--- src/logic/wdtr_pkg.sv ---
// wdtr_pkg: shared constants and types of the watchdog with reset cause flags
package wdtr_pkg;
  // register byte addresses on the wishbone bus
  localparam logic [7:0] ADDR_CTRL = 8'h60;
  localparam logic [7:0] ADDR_CAUSE = 8'h64;
  // control register field positions
  localparam int B_IFLAG = 7;
  localparam int B_IEN = 6;
  localparam int B_P3 = 5;
  localparam int B_CE = 4;
  localparam int B_RE = 3;
  // cause register field positions
  localparam int B_WATCHDOG_RESET_CAUSE_FLAG = 3;
  localparam int B_BROWNOUT_CAUSE_FLAG = 2;
  localparam int B_EXTF = 1;
  localparam int B_POWER_ON_CAUSE_FLAG = 0;
  // cause flags after power-on: only the power-on flag set
  localparam logic [3:0] CAUSE_POR = 4'h1;
  localparam logic [3:0] PERIOD_RST = 4'h0;
  // change enable stays open for this many system clocks
  localparam logic [2:0] CE_WINDOW = 3'h4;
  // clock rates and the oscillator enable divider
  localparam int CLK_HZ = 40000000;
  localparam int OSC_HZ = 128000;
  localparam int OSC_DIV_DEF = CLK_HZ / OSC_HZ;
  // shortest period in oscillator cycles, highest legal code
  localparam int BASE_CYCLES_DEF = 2048;
  localparam logic [3:0] MAX_CODE = 4'h9;
  localparam int CNT_W = 21;
  // operating mode: {reset enable, interrupt enable}
  typedef enum logic [1:0] {
    WDTR_STOP = 2'b00,
    WDTR_INT = 2'b01,
    WDTR_RST = 2'b10,
    WDTR_INTRST = 2'b11
  } wdtr_mode_t;
endpackage

--- src/logic/wdtr_tick_if.sv ---
// wdtr_tick_if: carrier between the control logic and the timeout counter
`timescale 1ns/1ps
interface wdtr_tick_if;
  logic restart;
  logic run;
  logic [3:0] period;
  logic expired;
  modport ctrl (output restart, output run, output period, input expired);
  modport cnt (input restart, input run, input period, output expired);
endinterface

--- src/logic/wdtr_tick.sv ---
// wdtr_tick: oscillator enable divider and watchdog timeout counter
`timescale 1ns/1ps
module wdtr_tick import wdtr_pkg::*; #(
  parameter int OSC_DIV = OSC_DIV_DEF,
  parameter int BASE_CYCLES = BASE_CYCLES_DEF
) (
  input wire logic clock, // system clock
  input wire logic rst_n, // asynchronous reset, active low
  wdtr_tick_if.cnt tk // control side
);
  logic [15:0] div_reg;
  logic [CNT_W-1:0] cnt_reg;
  logic osc_tick;
  logic [3:0] code;
  logic [CNT_W-1:0] limit;

  // reserved codes run at the longest period rather than stopping
  assign code = (tk.period > MAX_CODE) ? MAX_CODE : tk.period;
  assign limit = CNT_W'(BASE_CYCLES) << code;
  assign osc_tick = (div_reg == 16'(OSC_DIV - 1));

  always_ff @(posedge clock or negedge rst_n) begin
    if (!rst_n) begin
      div_reg <= 16'h0000;
    end else if (osc_tick) begin
      div_reg <= 16'h0000;
    end else begin
      div_reg <= div_reg + 16'h0001;
    end
  end

  always_ff @(posedge clock or negedge rst_n) begin
    if (!rst_n) begin
      cnt_reg <= '0;
      tk.expired <= 1'b0;
    end else begin
      tk.expired <= 1'b0;
      if (tk.restart || !tk.run) begin
        cnt_reg <= '0;
      end else if (osc_tick) begin
        if (cnt_reg >= limit - CNT_W'(1)) begin
          cnt_reg <= '0;
          tk.expired <= 1'b1;
        end else begin
          cnt_reg <= cnt_reg + CNT_W'(1);
        end
      end
    end
  end
endmodule

--- src/logic/wdtr_top.sv ---
// wdtr_top: watchdog timer with reset cause flags, wishbone register slave
//
// Functional notes
// - watchdog reset sets cause bit 3
// - brown-out reset sets cause bit 2
// - external reset sets cause bit 1
// - power-on sets bit 0, only software clears
// - cause bits 7:4 read zero
// - interrupt-mode timeout sets flag bit 7
// - interrupt needs flag, enable, global enable
// - reset and interrupt enables select mode
// - programmed always-on fuse forces reset mode
// - vector clears enable and flag, combined mode
// - unserviced interrupt, next timeout resets, combined mode
// - change enable gates protected writes, four clocks
// - watchdog cause flag forces reset enable
// - period code selects 2048 to 1048576
// - watchdog stays enabled after its reset
// - counter runs from a 128kHz enable divided down from the system clock
// - reset request lasts one system clock
//
// Implementation choice: the Wishbone slave port.
`timescale 1ns/1ps
module wdtr_top import wdtr_pkg::*; #(
  parameter int OSC_DIV = OSC_DIV_DEF,
  parameter int BASE_CYCLES = BASE_CYCLES_DEF
) (
  input wire logic clock, // system clock, 40 MHz
  input wire logic rst_n, // power-on reset, active low
  input wire logic wb_cyc_i, // wishbone cycle
  input wire logic wb_stb_i, // wishbone strobe
  input wire logic wb_we_i, // wishbone write
  input wire logic [7:0] wb_adr_i, // wishbone byte address
  input wire logic [3:0] wb_sel_i, // wishbone byte selects
  input wire logic [31:0] wb_dat_i, // wishbone write data
  output logic [31:0] wb_dat_o, // wishbone read data
  output logic wb_ack_o, // wishbone acknowledge
  input wire logic restart_cmd, // restart instruction executed
  input wire logic vector_taken, // watchdog vector executed
  input wire logic global_int_en, // processor global interrupt enable
  input wire logic always_on_fuse, // 0 = programmed
  input wire logic brownout_event, // brown-out reset occurred
  input wire logic ext_reset_event, // external pin reset occurred
  output logic irq_o, // watchdog interrupt request
  output logic sys_reset_req // one-cycle system reset request
);
  wdtr_tick_if tk ();

  logic ack_reg;
  logic [31:0] dat_reg;
  logic iflag_reg;
  logic ien_reg;
  logic re_reg;
  logic ce_reg;
  logic [2:0] ce_cnt_reg;
  logic [3:0] period_reg;
  logic [3:0] cause_reg;
  logic [3:0] cause_next;
  logic irq_reg;
  logic rreq_reg;

  logic bus_req;
  logic wr_fire;
  logic wr_ctrl;
  logic wr_cause;
  logic [7:0] wd;
  logic fuse_prog;
  logic re_eff;
  logic ien_eff;
  wdtr_mode_t mode;
  logic timeout;
  logic wdt_fire;
  logic other_rst;
  logic any_rst;
  logic set_iflag;
  logic ce_open;
  logic [7:0] ctrl_rd;

  // bus decode: writes land on the edge where the master sees ack
  assign bus_req = wb_cyc_i && wb_stb_i;
  assign wr_fire = bus_req && wb_we_i && ack_reg && wb_sel_i[0];
  assign wr_ctrl = wr_fire && (wb_adr_i == ADDR_CTRL);
  assign wr_cause = wr_fire && (wb_adr_i == ADDR_CAUSE);
  assign wd = wb_dat_i[7:0];

  assign fuse_prog = !always_on_fuse;
  assign re_eff = re_reg || cause_reg[B_WATCHDOG_RESET_CAUSE_FLAG] || fuse_prog;
  assign ien_eff = ien_reg && !fuse_prog;
  assign mode = fuse_prog ? WDTR_RST : wdtr_mode_t'({re_eff, ien_eff});

  assign timeout = tk.expired;
  // second timeout with flag pending resets
  assign wdt_fire = timeout && (mode == WDTR_RST ||
                    (mode == WDTR_INTRST && iflag_reg));
  // timeout in interrupt mode, or in combined mode with no flag pending, raises flag
  assign set_iflag = timeout && (mode == WDTR_INT ||
                     (mode == WDTR_INTRST && !iflag_reg));
  assign other_rst = brownout_event || ext_reset_event;
  assign any_rst = wdt_fire || other_rst;
  assign ce_open = wr_ctrl && wd[B_CE] && wd[B_RE];

  // restart on instruction or any reset
  assign tk.restart = restart_cmd || any_rst;
  assign tk.run = (mode != WDTR_STOP);
  assign tk.period = period_reg;

  wdtr_tick #(
    .OSC_DIV(OSC_DIV),
    .BASE_CYCLES(BASE_CYCLES)
  ) u_tick (
    .clock(clock),
    .rst_n(rst_n),
    .tk(tk)
  );

  // control register as read back, effective enables shown
  assign ctrl_rd = {iflag_reg, ien_eff, period_reg[3], ce_reg,
                    re_eff, period_reg[2:0]};

  // wishbone ack: one cycle, dropped the cycle after
  always_ff @(posedge clock or negedge rst_n) begin
    if (!rst_n) begin
      ack_reg <= 1'b0;
    end else begin
      ack_reg <= bus_req && !ack_reg;
    end
  end

  // read data captured with the ack; unmapped reads return zero
  always_ff @(posedge clock or negedge rst_n) begin
    if (!rst_n) begin
      dat_reg <= 32'h00000000;
    end else if (bus_req && !ack_reg) begin
      if (wb_adr_i == ADDR_CTRL) begin
        dat_reg <= {24'h000000, ctrl_rd};
      end else if (wb_adr_i == ADDR_CAUSE) begin
        dat_reg <= {28'h0000000, cause_reg};
      end else begin
        dat_reg <= 32'h00000000;
      end
    end
  end

  // timeout interrupt flag; a set beats a same-cycle clear
  always_ff @(posedge clock or negedge rst_n) begin
    if (!rst_n) begin
      iflag_reg <= 1'b0;
    end else if (any_rst) begin
      iflag_reg <= 1'b0;
    end else if (set_iflag) begin
      iflag_reg <= 1'b1;
    end else if (vector_taken || (wr_ctrl && wd[B_IFLAG])) begin
      iflag_reg <= 1'b0;
    end
  end

  // interrupt enable, writable at any time
  always_ff @(posedge clock or negedge rst_n) begin
    if (!rst_n) begin
      ien_reg <= 1'b0;
    end else if (any_rst) begin
      ien_reg <= 1'b0;
    end else if (wr_ctrl) begin
      ien_reg <= wd[B_IEN];
    end else if (vector_taken && mode == WDTR_INTRST) begin
      ien_reg <= 1'b0;
    end
  end

  // reset enable: setting is free, clearing needs the open window
  always_ff @(posedge clock or negedge rst_n) begin
    if (!rst_n) begin
      re_reg <= 1'b0;
    end else if (any_rst) begin
      re_reg <= re_reg;
    end else if (cause_reg[B_WATCHDOG_RESET_CAUSE_FLAG]) begin
      // pinned while the cause flag stands, so a clear cannot slip through
      re_reg <= 1'b1;
    end else if (wr_ctrl) begin
      if (wd[B_RE]) begin
        re_reg <= 1'b1;
      end else if (ce_reg) begin
        re_reg <= 1'b0;
      end
    end
  end

  // change enable window, closed four clocks after opening
  always_ff @(posedge clock or negedge rst_n) begin
    if (!rst_n) begin
      ce_reg <= 1'b0;
      ce_cnt_reg <= 3'h0;
    end else if (any_rst) begin
      ce_reg <= 1'b0;
      ce_cnt_reg <= 3'h0;
    end else if (ce_open) begin
      ce_reg <= 1'b1;
      ce_cnt_reg <= CE_WINDOW;
    end else if (wr_ctrl) begin
      // the second step of the sequence consumes the window
      ce_reg <= 1'b0;
      ce_cnt_reg <= 3'h0;
    end else if (ce_reg) begin
      ce_cnt_reg <= ce_cnt_reg - 3'h1;
      if (ce_cnt_reg == 3'h1) begin
        ce_reg <= 1'b0;
      end
    end
  end

  // period select; a shorter period may time out at once
  always_ff @(posedge clock or negedge rst_n) begin
    if (!rst_n) begin
      period_reg <= PERIOD_RST;
    end else if (any_rst) begin
      period_reg <= PERIOD_RST;
    end else if (wr_ctrl && ce_reg) begin
      period_reg <= {wd[B_P3], wd[2:0]};
    end
  end

  // cause flags: hardware sets win over a software clear
  always_comb begin
    cause_next = cause_reg;
    if (wr_cause) begin
      cause_next = cause_reg & wd[3:0];
    end
    if (wdt_fire) begin
      cause_next[B_WATCHDOG_RESET_CAUSE_FLAG] = 1'b1;
    end
    if (brownout_event) begin
      cause_next[B_BROWNOUT_CAUSE_FLAG] = 1'b1;
    end
    if (ext_reset_event) begin
      cause_next[B_EXTF] = 1'b1;
    end
  end

  always_ff @(posedge clock or negedge rst_n) begin
    if (!rst_n) begin
      cause_reg <= CAUSE_POR;
    end else begin
      cause_reg <= cause_next;
    end
  end

  always_ff @(posedge clock or negedge rst_n) begin
    if (!rst_n) begin
      irq_reg <= 1'b0;
    end else begin
      irq_reg <= iflag_reg && ien_eff && global_int_en;
    end
  end

  always_ff @(posedge clock or negedge rst_n) begin
    if (!rst_n) begin
      rreq_reg <= 1'b0;
    end else begin
      rreq_reg <= wdt_fire;
    end
  end

  assign wb_ack_o = ack_reg;
  assign wb_dat_o = dat_reg;
  assign irq_o = irq_reg;
  assign sys_reset_req = rreq_reg;
endmodule

--- config.mk ---
export PLATFORM = sky130hd
export DESIGN_NAME = wdtr_top
export DESIGN_NICKNAME = d
export VERILOG_FILES = /design/src/logic/wdtr_pkg.sv /design/src/logic/wdtr_tick_if.sv /design/src/logic/wdtr_tick.sv /design/src/logic/wdtr_top.sv
export SDC_FILE = /design/constraint.sdc
export NUM_CORES = 1
export LEC_CHECK = 0
export ABC_AREA = 1
export BUFFER_PORTS_ARGS = -buffer_cell sky130_fd_sc_hd__buf_2
export CAP_MARGIN = 10
export CORE_MARGIN = 5
export CORE_UTILIZATION = 59
export DETAILED_ROUTE_END_ITERATION = 8
export PLACE_DENSITY = 0.85
export SYNTH_ARGS = -nofsm -noshare
export SYNTH_HDL_FRONTEND = slang
export SYNTH_SLANG_ARGS = --single-unit
export TNS_END_PERCENT = 20
--- constraint.sdc ---
create_clock -name clock -period 6.4 [get_ports clock]
set_input_delay 0.64 -clock clock [delete_from_list [all_inputs] [get_ports clock]]
set_output_delay 0.64 -clock clock [all_outputs]
set_load 0.005 [all_outputs]
; ---- Word level (Yosys, flattened, before mapping)
; Index checks and enable logic that the tools add are counted.
[word_totals]
reg_bits = 88
in_bits = 55
out_inout_bits = 35
wordCells = 113
[classes]
addsub = 4
order_cmp = 2
eq_ne = 7
shifts = 1
mux = 36
n_bitwise = 2
reduce_logical = 44
[ops]
columns = op, count
row1 = $mux 21, 3
row2 = $mux 32, 1
row3 = $add 21x1->21 const B, 1
row4 = $ge 21x21->1, 1
row5 = $mux 1, 21
row6 = $shl 12x4->21 const A, 1
row7 = $sub 21x1->21 const B, 1
row8 = $mux 4, 5
row9 = $logic_and 1x1->1, 19
row10 = $add 16x1->16 const B, 1
row11 = $eq 16x9->1 const B, 1
row12 = $eq 8x7->1 const B, 2
row13 = $mux 16, 1
row14 = $reduce_bool 2->1, 7
row15 = $mux 3, 4
row16 = $logic_or 1x1->1, 9
row17 = $reduce_bool 3->1, 3
row18 = $and 4x4->4, 1
row19 = $eq 2x2->1 const B, 2
row20 = $gt 4x4->1 const B, 1
row21 = $logic_not 1->1, 4
row22 = $reduce_bool 4->1, 1
row23 = $eq 3x1->1 const B, 1
row24 = $reduce_and 3->1, 1
row25 = other kinds (4), 4

; ---- Longest topological paths before layout
; Gate-level depths: netlist of the first run.
[logic_depth]
depth_word = 11
mapped_depth = 17
mapped_depth_nobuf = 16

; ---- Cells and area by module
; A second synthesis of the first run with hierarchy kept.
[unflattened]
cells_unflattened = 524
hier_area_um2 = 4125.2
[modules_own_cells]
columns = module, instances, cells_per_inst, area_per_inst_um2, seq_area_each_um2
row1 = wdtr_tick, 1, 352, 2607.5, 950.9
row2 = wdtr_top, 1, 172, 1517.7, 651.9

; ---- Least setup slack after synthesis of the first run
; No wires, ideal clock.
[synth_timing]
kind = reg-to-reg
from = register period_reg[3]
to = register u_tick.cnt_reg[0]
arrival_time_ns = 2.255
required_time_ns = 6.281
setup_slack_ns = 4.026
path_stages_with_launch = 18
path_buffers = 1
cell_sequence = dfrtp_1 -> nor4_1 -> inv_1 -> ha_1 -> nand2_1 -> xor2_1 -> inv_1 -> ha_1 -> nand2_1 -> nor2_1 -> nand2_1 -> nor2_1 -> nand2_1 -> nand2_1 -> nor2_2 -> buf_6 -> nand4_1 -> nand2_1
[synth_via]
elab_chain_len = 8
[synth_rtl]
columns = element, line_no
row1 = "start, declared", wdtr_top.sv:56  ; logic [3:0] period_reg;
row2 = "start signal, assigned", wdtr_top.sv:218  ; period_reg <= {wd[B_P3], wd[2:0]};
row3 = $gt 4x4->1, wdtr_tick.sv:18  ; assign code = (tk.period > MAX_CODE) ? MAX_CODE : tk.period;
row4 = $mux 4 *, wdtr_tick.sv:18
row5 = $shl 12x4->21 *, wdtr_tick.sv:19  ; assign limit = CNT_W'(BASE_CYCLES) << code;
row6 = $sub 21x1->21 *, wdtr_tick.sv:41  ; if (cnt_reg >= limit - CNT_W'(1)) begin
row7 = $ge 21x21->1 *, wdtr_tick.sv:41
row8 = $mux 21 *, wdtr_tick.sv:41
row9 = $mux 21 *, wdtr_tick.sv:40  ; end else if (osc_tick) begin
row10 = $mux 21 *, wdtr_tick.sv:38  ; if (tk.restart || !tk.run) begin
row11 = "end signal, assigned", wdtr_tick.sv:45  ; cnt_reg <= cnt_reg + CNT_W'(1);
row12 = "end, declared", wdtr_tick.sv:12  ; logic [CNT_W-1:0] cnt_reg;
; Every way passes the cells marked *; elsewhere a longest branch is shown, timed or not. The select of a mux whose other input is x is not followed.
; A chain may end at the register's enable or synchronous reset.

; ---- Worst setup path after layout of the first run
[layout_timing]
from = register period_reg[2]
to = register u_tick.cnt_reg[20]
; The elaborated chain is that of the path after synthesis.

==> flow_metrics.tcl, run 1 <==
set metrics [dict create \
    peakVddDrop_v 0.0001578 \
    status "finished, final reports clean" \
    die-area_um2 8671 \
    n_antenna_cell 0 \
    syn_inst 550 \
    synthFlopType "dfrtp_1" \
    wirelength_met1_um 3846 \
    drc 0 \
    dp_hpwl_um 6503 \
    post_cts_buffers 0 \
    yosysTopAreaCell "dfrtp_1" \
    cpMostUsedCell "nand2_1" \
    drive_gt1_frac 0.1195 \
    power_density_nw_per_um2 179.0 \
    critPathSlowestCell "nor2_2" \
    synth_area_leaders "dfrtp_1 (39%), nand2_1 (14%), inv_1 (6.4%), nor2_1 (5.4%), buf_4 (4.6%)" \
    ctsResizeCount 0 \
    critical_path.endpoint_type "flip-flop" \
    core.rowCount 30 \
    routed_via_density 5.285 \
    routed_wl_um 8905 \
    grt_overflow_total 0 \
    syn_area_um2 4076 \
    p_total_w 0.0007840 \
    cts_max_level 3 \
    synth-edff-count 0 \
    criticalPathCategory "reg -> reg" \
    grt_max_degree 65 \
    fill_cells 583 \
    slew_headroom 0.4353 \
    root_buffer "clkbuf_8" \
    ant_nets 0 \
    rr_worst_depth 16 \
    critPathMaxFanout 22 \
    rsz0062_at_grt "no" \
    ys_types 37 \
    multi_input_area_um2 2018 \
    slew_violations 0 \
    hold_viol_final 0 \
    grt_pass1_vias 3360 \
    start_util 0.6033 \
    final_cell_mix "nand2_1 (154), inv_1 (70), dfrtp_1 (63)" \
    io_buffers 38 \
    cpPeakStageDelay_ns 0.66 \
    wl_met2_um 4438 \
    synth_seq_cells 64 \
    clk_transition_reported_paths_ns 0.07 \
    worst_pin_slew_ns 0.8461 \
    dieHeight_um 93.12 \
    finalClockSkew_ns 0.01040 \
    wl_met3_um 492 \
    worstPathArrival_ns 3.53 \
    finalCriticalPeriod_ns 3.251 \
    io_pins 90 \
    drtIter0Drc 211 \
    place_area_um2 4204 \
    cts_buffers 9 \
    seqCellArea_um2 1603 \
    largest_reg_flops 21 \
    via_count 3562 \
    area_growth_pct 7.459 \
    place.gp.congestion 0.8921 \
    async_flop_share 1.000 \
    syn_area_per_cell_um2 7.412 \
    hold_buffers 0 \
    crit_chain "nor4_1 -> inv_1 -> ha_1 -> nand2_1 -> xor2_1 -> inv_1 -> ha_1 -> nand2_1 -> nor2_1 -> nand2_1 -> nor2_1 -> nand2_1 -> nand2_1 -> nor2_2 -> o21ai_0 -> nor2_1" \
    min_path_type "in -> async" \
    final_common_cell "nand2_1" \
    grtUsageTotal 0.2148 \
    reg2reg_to "u_tick.cnt_reg[20]" \
    ys_seq_area_frac 0.3932 \
    die_x_um 93.12 \
    reg2reg_from "period_reg[2]" \
    crit_required_ns 6.68 \
    fmax_mhz 307.6 \
    cts_buffer_depth 2 \
    setup_tns_ns 0 \
    yosysWarnings 0 \
    nets 659 \
    cp-start-kind "flip-flop" \
    cts_sinks 64 \
    firstDrtPassIters 5 \
    core_area_um2 6756 \
    grt_pass1_wl_um 14880 \
    fin_util 0.6483 \
    avgRoutedWirePerCell_um 13.21 \
    final.period_utilization 0.5080 \
    r2r_slack_ns 3.15 \
    clkLatencyLatePin_ns 0.35 \
    power.leakage_nw 2.412 \
    cts_tree "yes" \
    drv_cap 0 \
    antenna_found_initial 0 \
    synth_top_area_share 0.3867 \
    stdcell_area_um2 4380 \
    top_layer "met4" \
    whs_ns 0.4522 \
    setup_viol 0 \
]
power breakdown:
group | switching [W] | total (W) | internal, W
clock | 0.000155 | 0.000315 | 0.000161
sequential | 0.00000286 | 0.000410 | 0.000407
combinational | 0.0000406 | 0.0000591 | 0.0000185
logic make-up (layout without fill, tap and decap cells):
group / after synthesis / after routing / share of synthesized area
xor+xnor: 22 / 22 / 0.04727
fa+ha+maj: 15 / 15 / 0.04604
compound gates: 39 / 39 / 0.05648
mux: 1 / 1 / 0.002456
flops: 64 / 64 / 0.3932
buf+inv: 110 / 131 / 0.1329
simple gates: 297 / 297 / 0.3198
other cells: 2 / 25 / 0.001842
worst max path at each step:
stage	from	to	cells after the start
4_1_cts	period_reg[3]	u_tick.cnt_reg[20]	16
2_1_floorplan	period_reg[3]	u_tick.cnt_reg[0]	17
3_5_place_dp	period_reg[2]	u_tick.cnt_reg[20]	16
6_report	period_reg[2]	u_tick.cnt_reg[20]	16
3_3_place_gp	period_reg[3]	u_tick.cnt_reg[20]	16
5_1_grt	period_reg[3]	u_tick.cnt_reg[20]	16
critical path: cells and delay by family (launching register included):
family          cells  cell delay, ns
simple gates       10            1.74
xor+xnor            1            0.17
flops               1            0.44
compound gates      1            0.18
fa+ha+maj           2            0.49
buf+inv             2            0.15
cell type report:
type                            instances  area share
Clock inverter                          3    0.003999
Sequential cell                        64      0.3659
Tap cell                               80     0.02285
Inverter                               76     0.06512
Timing Repair Buffer                   39     0.04513
Multi-Input combinational cell        399      0.4607
Clock buffer                           13     0.03628
synth_stat cells (3+ instances only):
| cell | number |
|---|---|
| nand4_1 | 29 |
| o21ai_0 | 13 |
| nor2_1 | 59 |
| dfrtp_1 | 63 |
| a21oi_1 | 8 |
| buf_4 | 25 |
| nand3_1 | 33 |
| xor2_1 | 20 |
| o22ai_1 | 5 |
| nand2_1 | 154 |
| ha_1 | 15 |
| o21bai_1 | 3 |
| buf_6 | 4 |
| o31ai_1 | 5 |
| nor3_1 | 7 |
| nand2_2 | 4 |
| buf_2 | 4 |
| nor2_2 | 4 |
| inv_2 | 5 |
| inv_1 | 70 |
metrics by stage:
| stage | setup slack [ns] | std cells |
|---|---|---|
| 2_1_floorplan | 4.026 | 573 |
| 3_3_place_gp | 3.313 | 658 |
| 3_5_place_dp | 3.193 | 658 |
| 4_1_cts | 3.168 | 674 |
| 5_1_grt | 2.827 | 674 |
| 6_report | 3.149 | 674 |
per-layer routing:
metal / vias up / global-route usage
li1: 1778 / -
met1: 1672 / 0.2656
met2: 100 / 0.3677
met3: 12 / 0.05068
met4: 0 / 0.07448
met5: - / 0
Power figures use the tool's default switching activity.
==> inputs of run 2 (changes only) <==
- CORE_UTILIZATION: 59 -> 50
- PLACE_DENSITY: 0.85 -> 0.76
- clock period: 6.4 -> 2.99 ns (I/O delays scaled with it)
==> run 2 against run 1 <==
Compared with the run above:
- highest routed layer unchanged
- design area increased by 3.1%
- hold slack got worse by 0.27 ns
- clock-buffer cell count decreased by 2
- non-clock buffer count increased by 3
- worst setup slack got worse by 2.8 ns
- cell count increased by 4.5%
- combinational power increased by 120%
- first-iteration DRC count decreased by 18%
- global-route usage decreased by 3.1 points
- flip-flop and latch count unchanged
==> flow_metrics.tcl, run 2 (synthesis results as in run 1) <==
set metrics [dict create \
    grt_overflow_total 0 \
    power.switching_w 0.0004328 \
    cts_buffers 9 \
    power_density_nw_per_um2 407.1 \
    cts_sinks 64 \
    cts_buffer_depth 2 \
    worst_pin_slew_ns 0.6005 \
    fin_util 0.5580 \
    power.share.clock 0.452 \
    rsz0062_at_grt "no" \
    core_area_um2 8093 \
    area_growth_pct 10.77 \
    place.gp.congestion 0.8487 \
    firstDrtPassIters 4 \
    power_frac_seq 0.477 \
    final_cell_mix "nand2_1 (152), inv_1 (70), dfrtp_1 (63)" \
    peakVddDrop_v 0.0002320 \
    grtUsageTotal 0.1834 \
    p_total_w 0.001838 \
    criticalPathCategory "reg -> reg" \
    setup_tns_ns 0 \
    drive_gt1_frac 0.1319 \
    comb_power_share 0.071 \
    clk_transition_reported_paths_ns 0.07 \
    crit_required_ns 3.22 \
    io_pins 90 \
    ant_nets 0 \
    n_antenna_cell 0 \
    finalCriticalPeriod_ns 2.661 \
    via_count 3541 \
    grt_pass1_wl_um 15140 \
    worstPathArrival_ns 2.89 \
    grt_max_degree 26 \
    fmax_mhz 375.9 \
    routed_via_density 5.030 \
    final_common_cell "nand2_1" \
    die_x_um 100.3 \
    slew_headroom 0.5996 \
    start_util 0.5037 \
    min_path_type "in -> reg" \
    nets 664 \
    cts_tree "yes" \
    final.period_utilization 0.8898 \
    antenna_found_initial 0 \
    drv_cap 0 \
    slew_violations 0 \
    core.rowCount 33 \
    dieHeight_um 100.3 \
    grt_pass1_vias 3449 \
    whs_ns 0.1782 \
    critical_path.endpoint_type "flip-flop" \
    hold_viol_final 0 \
    root_buffer "clkbuf_8" \
    drtIter0Drc 173 \
    routed_wl_um 8764 \
    post_cts_buffers 0 \
    dp_hpwl_um 6407 \
    die-area_um2 10060 \
    place_area_um2 4250 \
    p_sw_frac 0.2354 \
    p_int_w 0.001406 \
    critPathMaxFanout 6 \
    cts_max_level 3 \
    cp-start-kind "flip-flop" \
    avgRoutedWirePerCell_um 12.45 \
    status "finished, final reports clean" \
    stdcell_area_um2 4516 \
    clkLatencyLatePin_ns 0.34 \
    power.leakage_nw 2.449 \
    setup_viol 0 \
    io_buffers 38 \
    finalClockSkew_ns 0.01201 \
    drc 0 \
    largest_reg_flops 21 \
]
run 2: final cells by class:
type / instances / area, um^2
clock inverter: 5 / 80.08
fill: 790 / 3577
tap: 105 / 131.4
timing repair buffer: 42 / 222.7
inverter: 76 / 285.3
clock buffer: 11 / 141.4
multi-input combinational: 401 / 2052
sequential: 64 / 1603
run 2: path summary, 6_finish.rpt:
kind                                   start                  to  slack (ns)  cells past startpoint
max                            period_reg[3]  u_tick.cnt_reg[20]        0.33                     16
min                            global_int_en               irq_o        0.18                      3
max reg2reg                    period_reg[3]  u_tick.cnt_reg[20]        0.33                     16
min reg2reg                u_tick.div_reg[0]   u_tick.div_reg[0]        0.47                      1
max in group asynchronous              rst_n        cause_reg[0]        1.72                      3
min in group asynchronous              rst_n  u_tick.cnt_reg[11]        0.50                      2
run 2: worst max-delay path, cell delays in order, from the launching register on:
cell and delay (ns):
dfrtp_1 0.44, nor4_2 0.34, inv_1 0.08, ha_1 0.22, nand2_1 0.09, xor2_1 0.15, inv_1 0.06, ha_1 0.27
nand2_1 0.04, nor2_1 0.19, nand2_1 0.11, nor2_1 0.09, nand2_1 0.06, nand2_2 0.14, nor2_4 0.09, o21ai_0 0.15
nor2_1 0.05
run 2: power groups by stage:
stage	clock [W]	combinational (W)	sequential (W)
floorplan	0	0.0000949	0.000893
global placement	0	0.000124	0.000893
detailed placement	0	0.000127	0.000893
CTS	0.000852	0.000130	0.000876
global route	0.000887	0.000152	0.000877
finish	0.000831	0.000130	0.000877
run 2: routing by layer:
layer	up-vias	routed length (um)	track usage
li1	1797	-	-
met1	1654	3958	0.2362
met2	82	4294	0.3073
met3	8	410	0.03544
met4	0	100	0.06528
met5	-	0	0
run 2: metrics by stage:
stage,instances,setup WS [ns]
floorplan,573,0.6158
global placement,685,-0.04959
detailed placement,685,-0.06882
CTS,702,0.1616
global route,704,0.01741
finish,704,0.3295
run 2: timing repair:
action / CTS / global route
hold buffers: 1 / 0
cloned: 0 / 2
setup endpoints to repair: 21 / 22
gates resized for setup: 1 / 4
hold endpoints to repair: 23 / 0
pin swaps: 0 / 2
==> inputs of run 3 (changes only) <==
- SYNTH_HIERARCHICAL: unset -> 1
==> run 3 against run 2 <==
Compared with the run above:
- the flow now finishes with violations (negative hold slack)
- combinational power grew 14%
- global-route usage is 1.4 points lower
- total power decreased by 1.7%
- critical endpoint is now u_tick/cnt_reg[11]
==> flow_metrics.tcl, run 3 <==
set metrics [dict create \
    yosysMostFrequentCell "nand2_1" \
    io_buffers 38 \
    cpPeakStageDelay_ns 0.45 \
    synth_area_leaders "dfrtp_1 (38%), nand2_1 (10%), inv_1 (5.7%), nor2_1 (5.2%), buf_4 (4.5%)" \
    synth-adder-area-share 0.04550 \
    p_total_w 0.001807 \
    synth-edff-count 0 \
    power.leakage_nw 2.259 \
    n_antenna_cell 0 \
    routed_via_density 4.997 \
    cts_buffer_depth 2 \
    criticalPathCategory "reg -> reg" \
    fmax_mhz 375.9 \
    core_area_um2 8134 \
    cts_sinks 64 \
    synthSimpleGateAreaFrac 0.3358 \
    worstPathArrival_ns 2.89 \
    largest_reg_flops 21 \
    hold_viol_final 8 \
    setup_viol 0 \
    slew_headroom 0.5328 \
    ys_seq_area_frac 0.3885 \
    final_common_cell "nand2_1" \
    ant_nets 0 \
    core.rowCount 33 \
    rsz0062_at_grt "no" \
    synth_top_family_by_area "simple AND/OR/NAND/NOR gates" \
    cts_tree "yes" \
    cts_buffers 9 \
    cts_max_level 3 \
    grt_max_degree 32 \
    final_cell_mix "nand2_1 (115), inv_1 (63), dfrtp_1 (63)" \
    critical_path.endpoint_type "flip-flop" \
    synth_xor_area_frac 0.03609 \
    syn_area_um2 4125 \
    dieHeight_um 100.8 \
    avgRoutedWirePerCell_um 11.98 \
    nets 638 \
    synthFlopType "dfrtp_1" \
    grt_pass1_wl_um 13960 \
    peakVddDrop_v 0.0002161 \
    die-area_um2 10170 \
    finalClockSkew_ns 0.009534 \
    final.period_utilization 0.8897 \
    drive_gt1_frac 0.2129 \
    yosysWarnings 6 \
    io_pins 90 \
    worst_pin_slew_ns 0.7008 \
    violations "negative hold slack" \
    place_area_um2 4298 \
    dp_hpwl_um 6189 \
    drtIter0Drc 143 \
    stdcell_area_um2 4508 \
    area_growth_pct 9.281 \
    setup_tns_ns 0 \
    whs_ns -0.005587 \
    crit_required_ns 3.22 \
    async_flop_share 1.000 \
    fill_cells 746 \
    root_buffer "clkbuf_8" \
    routed_wl_um 8122 \
    drv_cap 0 \
    clkLatencyLatePin_ns 0.35 \
    critPathMaxFanout 18 \
    firstDrtPassIters 4 \
    min_path_type "in -> async" \
    via_count 3388 \
    grt_overflow_total 0 \
    finalCriticalPeriod_ns 2.660 \
    status "finished, violations left" \
    grt_pass1_vias 3232 \
    synth_compound_gate_area_share 0.06400 \
    synthTopCellsByCount "nand2_1 (115), dfrtp_1 (63), inv_1 (63)" \
    drc 0 \
    place.gp.congestion 0.8599 \
    slew_violations 0 \
    path_delay_family "simple AND/OR/NAND/NOR gates" \
    synth_top_area_share 0.3822 \
    yosysTopAreaCell "dfrtp_1" \
    crit_chain "nor2_1 -> inv_1 -> nor3_2 -> inv_1 -> ha_1 -> xor2_1 -> inv_1 -> ha_1 -> nand2_1 -> nor2_1 -> nand2_1 -> nor2_4 -> nand2_1 -> nand2_2 -> o21ai_4 -> nand2_8 -> nor2_1" \
    syn_area_per_cell_um2 7.873 \
    power_density_nw_per_um2 400.9 \
    hold_buffers 0 \
    start_util 0.5072 \
    critPathSlowestCell "dfrtp_1" \
    die_x_um 100.8 \
    cp-start-kind "flip-flop" \
    clk_transition_reported_paths_ns 0.08 \
    cp_num_buf_inv 3 \
    ys_types 42 \
    antenna_found_initial 0 \
    synth_seq_cells 64 \
    synthMuxAreaShare 0 \
    syn_inst 524 \
    grtUsageTotal 0.1697 \
]
[run 3: kinds of logic after synthesis]
family,Yosys count
buf+inv,103
other cells,2
compound gates,44
flops,64
simple gates,279
fa+ha+maj,15
xor+xnor,17
[run 3: cell type report]
class | instances | area [um^2] | share of cell area
clock inverter | 6 | 67.56 | 0.01499
inverter | 73 | 279.0 | 0.06189
timing repair buffer | 40 | 205.2 | 0.04552
multi-input combinational | 380 | 2085 | 0.4624
sequential | 64 | 1603 | 0.3555
clock buffer | 10 | 137.6 | 0.03053
tap | 105 | 131.4 | 0.02914
[run 3: timing repair]
item	in CTS	in global routing
resized for setup	0	1
endpoints found under the setup margin	0	18
setup buffers	0	0
[run 3: layer usage]
layer / track usage / part of all wire / up-vias
met1: 0.2100 / 0.44 / 1597
met2: 0.2891 / 0.49 / 86
met4: 0.06218 / 0.017 / 0
met5: 0 / 0 / -
li1: - / - / 1689
met3: 0.03806 / 0.052 / 16
[run 3: where the power goes]
group	leakage, nW	switching (W)	internal [W]
registers	0.853	0.0000119	0.000878
clock network	0.0989	0.000359	0.000410
logic	1.31	0.0000959	0.0000520
[run 3: worst paths after layout]
kind | start | to | slack [ns] | cells past startpoint
worst max-delay path | period_reg[1] | u_tick/cnt_reg[11] | 0.33 | 17
worst min-delay path | rst_n | u_tick/cnt_reg[6] | -0.006 | 1
worst max register to register | period_reg[1] | u_tick/cnt_reg[11] | 0.33 | 17
worst min register to register | cause_reg[0] | cause_reg[0] | 0.46 | 1
max in group asynchronous | rst_n | cause_reg[0] | 2.22 | 2
min in group clock | ext_reset_event | cause_reg[1] | 0.15 | 3
[run 3: stage by stage]
step / hold WS [ns] / util / std cells / setup WS (ns)
4_1_cts: 0.003370 / 0.5536 / 678 / 0.2258
5_1_grt: 0.05305 / 0.5542 / 678 / 0.02098
3_5_place_dp: 0.3895 / 0.5284 / 662 / 0.2496
2_1_floorplan: 0.003409 / - / 547 / 0.5425
3_3_place_gp: 0.3938 / 0.5284 / 662 / 0.3742
6_report: -0.005587 / 0.5542 / 678 / 0.3298
